`src/rtl/dcc_pkg.sv`:
```
package dcc_pkg;
   // ****************************************
   // register map (byte addresses)
   // ****************************************
   localparam logic [11:0] DCC_CFG_OFS = 12'h0000;
   localparam logic [11:0] DCC_IRQ_STATUS_OFS = 12'h0004;
   localparam logic [11:0] DCC_IRQ_MASK_OFS = 12'h0008;
   localparam logic [11:0] DCC_CORE_CTRL_OFS = 12'h000C;
   localparam logic [11:0] DCC_WAKE_OFS = 12'h0010;
   // ****************************************
   // configuration field positions
   // ****************************************
   localparam int DCC_MODE_LSB = 0;
   localparam int DCC_SWITCH_BIT = 3;
   localparam int DCC_INV1_BIT = 4;
   localparam int DCC_INV2_BIT = 5;
   localparam int DCC_OUT1_BIT = 6;
   localparam int DCC_OUT2_BIT = 7;
   // core control bits
   localparam int DCC_IE1_BIT = 0;
   localparam int DCC_IE2_BIT = 1;
   localparam int DCC_PERIPHERAL_IRQ_MASTER_ENABLE_BIT = 2;
   localparam int DCC_GIE_BIT = 3;
   // ****************************************
   // reset values
   // ****************************************
   localparam logic [7:0] DCC_CFG_RST = 8'h00;
   localparam logic [3:0] DCC_CORE_CTRL_RST = 4'h0;
   localparam logic [1:0] DCC_MASK_RST = 2'h0;
   // ****************************************
   // modes of the mode_select_field
   // ****************************************
   typedef enum logic [2:0] {
      DCC_MODE_RESET = 3'h0,
      DCC_MODE_C1_MUX = 3'h1,
      DCC_MODE_MUX_BOTH = 3'h2,
      DCC_MODE_COMMON_REF = 3'h3,
      DCC_MODE_INDEP = 3'h4,
      DCC_MODE_C2_ONLY = 3'h5,
      DCC_MODE_OUT_PINS = 3'h6,
      DCC_MODE_OFF = 3'h7
   } dcc_mode_t;
   // wake sequencing states
   typedef enum logic [2:0] {
      DCC_ST_RUN = 3'b001,
      DCC_ST_NEXT = 3'b010,
      DCC_ST_VEC = 3'b100
   } dcc_state_t;
endpackage : dcc_pkg

```
`src/rtl/dcc_top.sv`:
```
// Function
// - enabled comparator keeps running and updating output during sleep
// - modes 000 and 111 switch both comparators off
// - output change in sleep wakes core if its enable and peripheral_irq_master_enable set
// - after comparator wake core executes instruction after sleep first
// - with gie set core then branches to interrupt routine
// - any reset returns control registers to reset values, mode 000
// - reset mode: all inputs analog, buffers off, comparators disabled
// - second invert bit 5 inverts reported second output
// - mode 110 drives comparator outputs onto dedicated pins
// - flag set while sampled output differs from latched reference
// - every config read or write reloads reference latch
module dcc_top (
   // apb
   input wire logic pclk,
   input wire logic presetn,
   input wire logic psel,
   input wire logic penable,
   input wire logic pwrite,
   input wire logic [11:0] paddr,
   input wire logic [31:0] pwdata,
   output logic [31:0] prdata,
   output logic pready,
   output logic pslverr,
   // analog comparator cores
   input wire logic [1:0] raw_compare,
   output logic [1:0] comp_enable,
   output logic [1:0] noninv_sel,
   output logic [1:0] inv_sel,
   output logic ref_to_c2_inv,
   output logic [3:0] analog_pin_mode,
   // dedicated comparator output pins
   output logic [1:0] comp_pin_out,
   output logic [1:0] comp_pin_oe_n,
   // processor core
   input wire logic core_sleeping,
   output logic core_wake,
   output logic core_exec_next,
   output logic core_vector,
   output logic irq
);
   import dcc_pkg::*;

   // ****************************************
   // registers
   // ****************************************
   logic [5:0] ctrl_reg;
   logic [3:0] core_ctrl_reg;
   logic [1:0] status_reg, status_next;
   logic [1:0] mask_reg;
   logic [1:0] sync1_reg, sync2_reg;
   logic [1:0] sample_reg;
   logic [1:0] ref_reg;
   logic wake_seen_reg;
   dcc_state_t state_reg, state_next;

   // ****************************************
   // bus decode
   // ****************************************
   wire logic access = psel && penable;
   wire logic wr = access && pwrite;
   wire logic hit_cfg = paddr == DCC_CFG_OFS;
   wire logic hit_sts = paddr == DCC_IRQ_STATUS_OFS;
   wire logic hit_msk = paddr == DCC_IRQ_MASK_OFS;
   wire logic hit_ctl = paddr == DCC_CORE_CTRL_OFS;
   wire logic hit_wak = paddr == DCC_WAKE_OFS;
   wire logic hit_any = hit_cfg | hit_sts | hit_msk | hit_ctl | hit_wak;
   // writes include a read of the configuration register
   wire logic cfg_touch = access && hit_cfg;

   // ****************************************
   // mode decode
   // ****************************************
   wire dcc_mode_t mode = dcc_mode_t'(ctrl_reg[DCC_MODE_LSB +: 3]);
   wire logic sw = ctrl_reg[DCC_SWITCH_BIT];

   function automatic logic [1:0] mode_enables(input dcc_mode_t m);
      unique case (m)
         DCC_MODE_RESET, DCC_MODE_OFF: mode_enables = 2'h0;
         DCC_MODE_C1_MUX: mode_enables = 2'h1;
         DCC_MODE_C2_ONLY: mode_enables = 2'h2;
         default: mode_enables = 2'h3;
      endcase
   endfunction : mode_enables

   wire logic [1:0] en_now = mode_enables(mode);
   wire logic sw_mode = (mode == DCC_MODE_C1_MUX) ||
      (mode == DCC_MODE_MUX_BOTH) || (mode == DCC_MODE_C2_ONLY);
   wire logic [1:0] inv_sel_now = {sw_mode && sw, sw_mode && sw};
   wire logic common_ref = (mode == DCC_MODE_COMMON_REF) ||
      (mode == DCC_MODE_OUT_PINS);
   wire logic [1:0] noninv_sel_now = {1'b0, common_ref};
   wire logic ref2 = (mode == DCC_MODE_C2_ONLY) && sw;
   // reset mode turns every input pin analog
   wire logic [3:0] pin_mode_now = (mode == DCC_MODE_RESET) ? 4'hF :
      {en_now[1], en_now[1], en_now[0], en_now[0]};

   // ****************************************
   // output polarity and mismatch
   // ****************************************
   // polarity bits invert reported outputs
   wire logic [1:0] pol = {ctrl_reg[DCC_INV2_BIT], ctrl_reg[DCC_INV1_BIT]};
   wire logic [1:0] out_now = (sync2_reg ^ pol) & en_now;
   wire logic [1:0] mismatch = sample_reg ^ ref_reg;
   wire logic [1:0] sts_clr = (wr && hit_sts) ? pwdata[1:0] : 2'h0;
   // set wins over clear while the mismatch persists
   always_comb begin
      status_next = (status_reg & ~sts_clr) | mismatch;
   end

   wire logic [1:0] ie = {core_ctrl_reg[DCC_IE2_BIT],
      core_ctrl_reg[DCC_IE1_BIT]};
   wire logic peripheral_irq_master_enable = core_ctrl_reg[DCC_PERIPHERAL_IRQ_MASTER_ENABLE_BIT];
   wire logic global_irq_enable = core_ctrl_reg[DCC_GIE_BIT];
   // wake condition ignores the global enable
   wire logic wake_req = core_sleeping && peripheral_irq_master_enable && |(status_reg & ie);
   wire logic irq_now = |(status_reg & mask_reg);

   // ****************************************
   // read mux
   // ****************************************
   wire logic [7:0] cfg_rd = {sample_reg, ctrl_reg};
   wire logic [31:0] rd_now =
      hit_cfg ? {24'h00_0000, cfg_rd} :
      hit_sts ? {30'h0000_0000, status_reg} :
      hit_msk ? {30'h0000_0000, mask_reg} :
      hit_ctl ? {28'h000_0000, core_ctrl_reg} :
      hit_wak ? {31'h0000_0000, wake_seen_reg} : 32'h0000_0000;

   // ****************************************
   // wake sequencing
   // ****************************************
   always_comb begin
      state_next = state_reg;
      unique case (state_reg)
         DCC_ST_RUN: if (wake_req) state_next = DCC_ST_NEXT;
         DCC_ST_NEXT: state_next = global_irq_enable ? DCC_ST_VEC : DCC_ST_RUN;
         // then vector when global enable set
         DCC_ST_VEC: state_next = DCC_ST_RUN;
         default: state_next = DCC_ST_RUN;
      endcase
   end

   // ****************************************
   // flops
   // ****************************************
   // all control state returns to reset values
   always_ff @(posedge pclk or negedge presetn) begin
      if (!presetn) begin
         ctrl_reg <= DCC_CFG_RST[5:0];
         core_ctrl_reg <= DCC_CORE_CTRL_RST;
         mask_reg <= DCC_MASK_RST;
      end else if (wr) begin
         if (hit_cfg) ctrl_reg <= pwdata[5:0];
         if (hit_ctl) core_ctrl_reg <= pwdata[3:0];
         if (hit_msk) mask_reg <= pwdata[1:0];
      end
   end

   // sampling runs on the free clock, sleep or not
   always_ff @(posedge pclk or negedge presetn) begin
      if (!presetn) begin
         sync1_reg <= 2'h0;
         sync2_reg <= 2'h0;
         sample_reg <= 2'h0;
      end else begin
         sync1_reg <= raw_compare;
         sync2_reg <= sync1_reg;
         sample_reg <= out_now;
      end
   end

   always_ff @(posedge pclk or negedge presetn) begin
      if (!presetn) ref_reg <= 2'h0;
      else if (cfg_touch) ref_reg <= sample_reg;
   end

   always_ff @(posedge pclk or negedge presetn) begin
      if (!presetn) begin
         status_reg <= 2'h0;
         state_reg <= DCC_ST_RUN;
         wake_seen_reg <= 1'b0;
      end else begin
         status_reg <= status_next;
         state_reg <= state_next;
         if (wr && hit_wak) wake_seen_reg <= 1'b0;
         if (state_reg == DCC_ST_NEXT) wake_seen_reg <= 1'b1;
      end
   end

   // outputs from flops
   always_ff @(posedge pclk or negedge presetn) begin
      if (!presetn) begin
         prdata <= 32'h0000_0000;
         pready <= 1'b0;
         pslverr <= 1'b0;
         comp_enable <= 2'h0;
         noninv_sel <= 2'h0;
         inv_sel <= 2'h0;
         ref_to_c2_inv <= 1'b0;
         analog_pin_mode <= 4'hF;
         comp_pin_out <= 2'h0;
         comp_pin_oe_n <= 2'h3;
         core_wake <= 1'b0;
         core_exec_next <= 1'b0;
         core_vector <= 1'b0;
         irq <= 1'b0;
      end else begin
         pready <= psel && !penable;
         pslverr <= psel && !penable && !hit_any;
         prdata <= rd_now;
         comp_enable <= en_now;
         noninv_sel <= noninv_sel_now;
         inv_sel <= inv_sel_now;
         ref_to_c2_inv <= ref2;
         analog_pin_mode <= pin_mode_now;
         // pins driven only in mode 110
         comp_pin_out <= out_now;
         comp_pin_oe_n <= (mode == DCC_MODE_OUT_PINS) ? 2'h0 : 2'h3;
         core_wake <= wake_req;
         core_exec_next <= state_next == DCC_ST_NEXT;
         core_vector <= state_next == DCC_ST_VEC;
         irq <= irq_now;
      end
   end
endmodule : dcc_top

```
`config.mk`:
```
export PLATFORM = sky130hd
export DESIGN_NAME = dcc_top
export DESIGN_NICKNAME = d
export VERILOG_FILES = /design/src/rtl/dcc_pkg.sv /design/src/rtl/dcc_top.sv
export SDC_FILE = /design/constraint.sdc
export NUM_CORES = 1
export LEC_CHECK = 0
export BUFFER_PORTS_ARGS = -buffer_cell sky130_fd_sc_hd__clkbuf_2
export CAP_MARGIN = 20
export CORE_MARGIN = 1
export CORE_UTILIZATION = 49
export CTS_CLUSTER_DIAMETER = 150
export DETAILED_ROUTE_END_ITERATION = 7
export GPL_ROUTABILITY_DRIVEN = 1
export PLACE_DENSITY_LB_ADDON = 0.2
export REMOVE_ABC_BUFFERS = 1
export SLEW_MARGIN = 20
export SYNTH_ARGS = -nofsm -noshare
export SYNTH_HDL_FRONTEND = slang
export SYNTH_SLANG_ARGS = --single-unit
```
`constraint.sdc`:
```
create_clock -name pclk -period 2.5 [get_ports pclk]
set_clock_uncertainty 0.15 [all_clocks]
set_input_delay 0 -clock pclk [delete_from_list [all_inputs] [get_ports pclk]]
set_output_delay 0 -clock pclk [all_outputs]
set_load 0.1 [all_outputs]
```
==> results.toml <==
[status]
status = "completed"

[cts]
ctsResizeCount = 0
numCtsBuffers = 5
insertion_delay_ps = 300
clockRootBuffer = "clkbuf_8"
cts_buffer_depth = 2
cts_tree = "yes"
cts_sinks = 48
clkTransAtPathRegs_ps = 80
cts_setup_buffers = 0
cts_max_level = 2

[layout]
antenna_cells = 0
design_area_sq_um = 2594
largest_reg_flops = 8
drive_above_1_share = 0.3401
syn_to_final_growth_pct = 22.08
final_nets = 298

[sta]
hold_viol = 0
fin_crit_ps = 2221
finalCritPeriodShare = 0.8882
max-slew-margin-rel = 0.5987
finalSetupTns_ps = 0
fmax_mhz = 450.3
setup_viol = 0
rsz0062_at_grt = "no"
drv_slew = 0
tightest_slew_ps = 601.9

[critical_path]
worstSetupPathType = "input pin to flip-flop"
start_kind = "input pin"
end_kind = "flip-flop"
crit_required_ps = 2550
path_max_fanout = 4
worstPathArrival_ps = 2270

[power_and_ir_drop]
switching_share = 0.3071
cellLeakagePower_nw = 1.346
p_total_mw = 1.514
pwr-share-seq = 0.517
combPwrFrac = 0.173
ir_drop_v = 0.0003591
power.density_nw_per_um2 = 583.6
clock_power_share = 0.310
p_sw_uw = 464.9
intPower_mw = 1.049

[yosys]
yosysWarnings = 0
ys_seq_elements = 48
synth_ff_type = "dfrtp_1"
synth_cell_type_count = 36
ys_seq_area_frac = 0.5677
syn-cell-area_sq_um = 2125
synthArstFlopShare = 1.000
synth_edf_count = 0
postSynthAreaPerCell_sq_um = 12.07
synth_cells = 176

[floorplan]
die_area_sq_um = 4603
start_util = 0.5199
die_x_um = 67.85
num_rows = 23
io-pin-count = 105
core_area_sq_um = 4086
die_y_um = 67.85

[global_routing]
antenna_found_initial = 0
grt.overflow.total = 0
grt_pass1_wl_mm = 6.361
grt_max_degree = 49
grt_usage = 0.1916
first_global_vias = 1439

[placed_design]
portBuffers = 53
gp_congestion = 0.7859
place_area_sq_um = 2320
dpl.hpwl_mm = 2.641

[detailed_routing]
drt-total-wl_mm = 3.931
vias = 1456
routedWlPerCell_um = 13.24
via_per_inst = 4.902
drtPass1Iterations = 4
route.detailed.drc = 0
ant_nets = 0
drt-initial-drc-count = 55

[worst_hold_path]
hp-class = "input pin to flip-flop"

[flow_run]
maxCapViolations = 0
==> synthesized netlist by cell type (all sizes together) (2+ instances only) <==
master   n  area, sq um
a211o    2        17.52
a21oi    4        20.02
and2     4        25.02
and3     7        43.79
and3b    2        17.52
buf     30        222.7
clkbuf   4        15.01
dfrtp   44         1101
dfstp    4        105.1
mux2    14        157.7
mux2i    2        20.02
nand2    3        11.26
nand2b   2        12.51
nand3    2        10.01
nor2     9        33.78
nor2b    5        31.28
nor3     9        45.04
nor3b    3        22.52
o21ai    6        30.03
or2      2        12.51
xor2     4        35.03
==> logic make-up (layout without fill, tap and decap cells) <==
kind of cell	after synthesis	count (layout)	share of synthesized area
DFF	48	48	0.5677
muxes	17	17	0.09423
and+or+nand+nor	54	54	0.1543
AOI/OAI and AO/OA	16	16	0.04771
buffers and inverters	35	82	0.1137
other	1	25	0.001765
xor gates and xnor gates	5	5	0.02061
==> metal layers <==
| layer | global-route usage | wire length [um] | vias to the layer above |
|---|---|---|---|
| met1 | 0.2328 | 1782 | 710 |
| met4 | 0.07031 | 23 | 0 |
| met5 | 0 | 0 | - |
| li1 | - | - | 685 |
| met2 | 0.3304 | 1894 | 59 |
| met3 | 0.04500 | 231 | 2 |
==> per-stage QoR <==
stage	hold slack [ps]	cells	setup slack, ps	util
final	16.78	297	279.5	0.6347
after CTS	6.064	297	296.2	0.6347
after global placement	-41.17	271	668.4	0.5677
after global routing	61.74	297	139.2	0.6347
after floorplan	-445.6	166	871.3	-
after detailed placement	-39.97	271	666.2	0.5677
==> final cells by class <==
cell class,instances,area (sq um)
Inverter,1,3.754
Tap cell,50,62.56
Sequential cell,48,1206
Clock inverter,1,7.507
Timing Repair Buffer,73,460.4
Fill cell,358,1493
Clock buffer,7,86.33
Multi-Input combinational cell,117,767.0
==> critical path, stage by stage <==
cell           delay, ps
dlygate4sd3_1        530
clkbuf_2             110
nor2_1               100
dlygate4sd3_1        570
nand3_1              120
dlygate4sd3_1        620
nor3_1               210
==> power groups by stage <==
stage	Combinational, mW	Sequential, mW	Clock [mW]
after global placement	0.241	0.798	0
final	0.262	0.783	0.469
after detailed placement	0.242	0.798	0
after floorplan	0.177	0.813	0
after global routing	0.275	0.784	0.511
after CTS	0.262	0.783	0.484
==> repair_timing <==
action | 4_1_cts | 5_1_grt
hold endpoints to repair | 69 | 0
hold buffers | 18 | 0
endpoints found under the setup margin | 0 | 0
==> final timing paths <==
path | endpoint | depth (start not counted) | slack [ps] | startpoint
min in group asynchronous | ref_reg[0] | 3 | 170 | presetn
min reg2reg | sync2_reg[0] | 0 | 200 | sync1_reg[0]
max | prdata[3] | 7 | 280 | paddr[10]
max in group asynchronous | pready | 3 | 1600 | presetn
min | pslverr | 5 | 20 | paddr[5]
max reg2reg | prdata[2] | 3 | 880 | ctrl_reg[2]
==> layout by cell type (no fill, tap or decap), types with 2 or more instances in the layout <==
cell / n
a211o_1: 2
a21oi_1: 4
and2_1: 4
and3_1: 7
and3b_1: 2
buf_4: 2
clkbuf_2: 53
clkbuf_8: 6
conb_1: 25
dfrtp_1: 44
dfstp_2: 4
dlygate4sd3_1: 18
mux2_2: 14
mux2i_1: 2
nand2_1: 3
nand2b_1: 2
nand3_1: 2
nor2_1: 9
nor2b_1: 5
nor3_1: 9
nor3b_1: 3
o21ai_0: 6
or2_2: 2
xor2_1: 4
(Power assumes the default switching activity.)
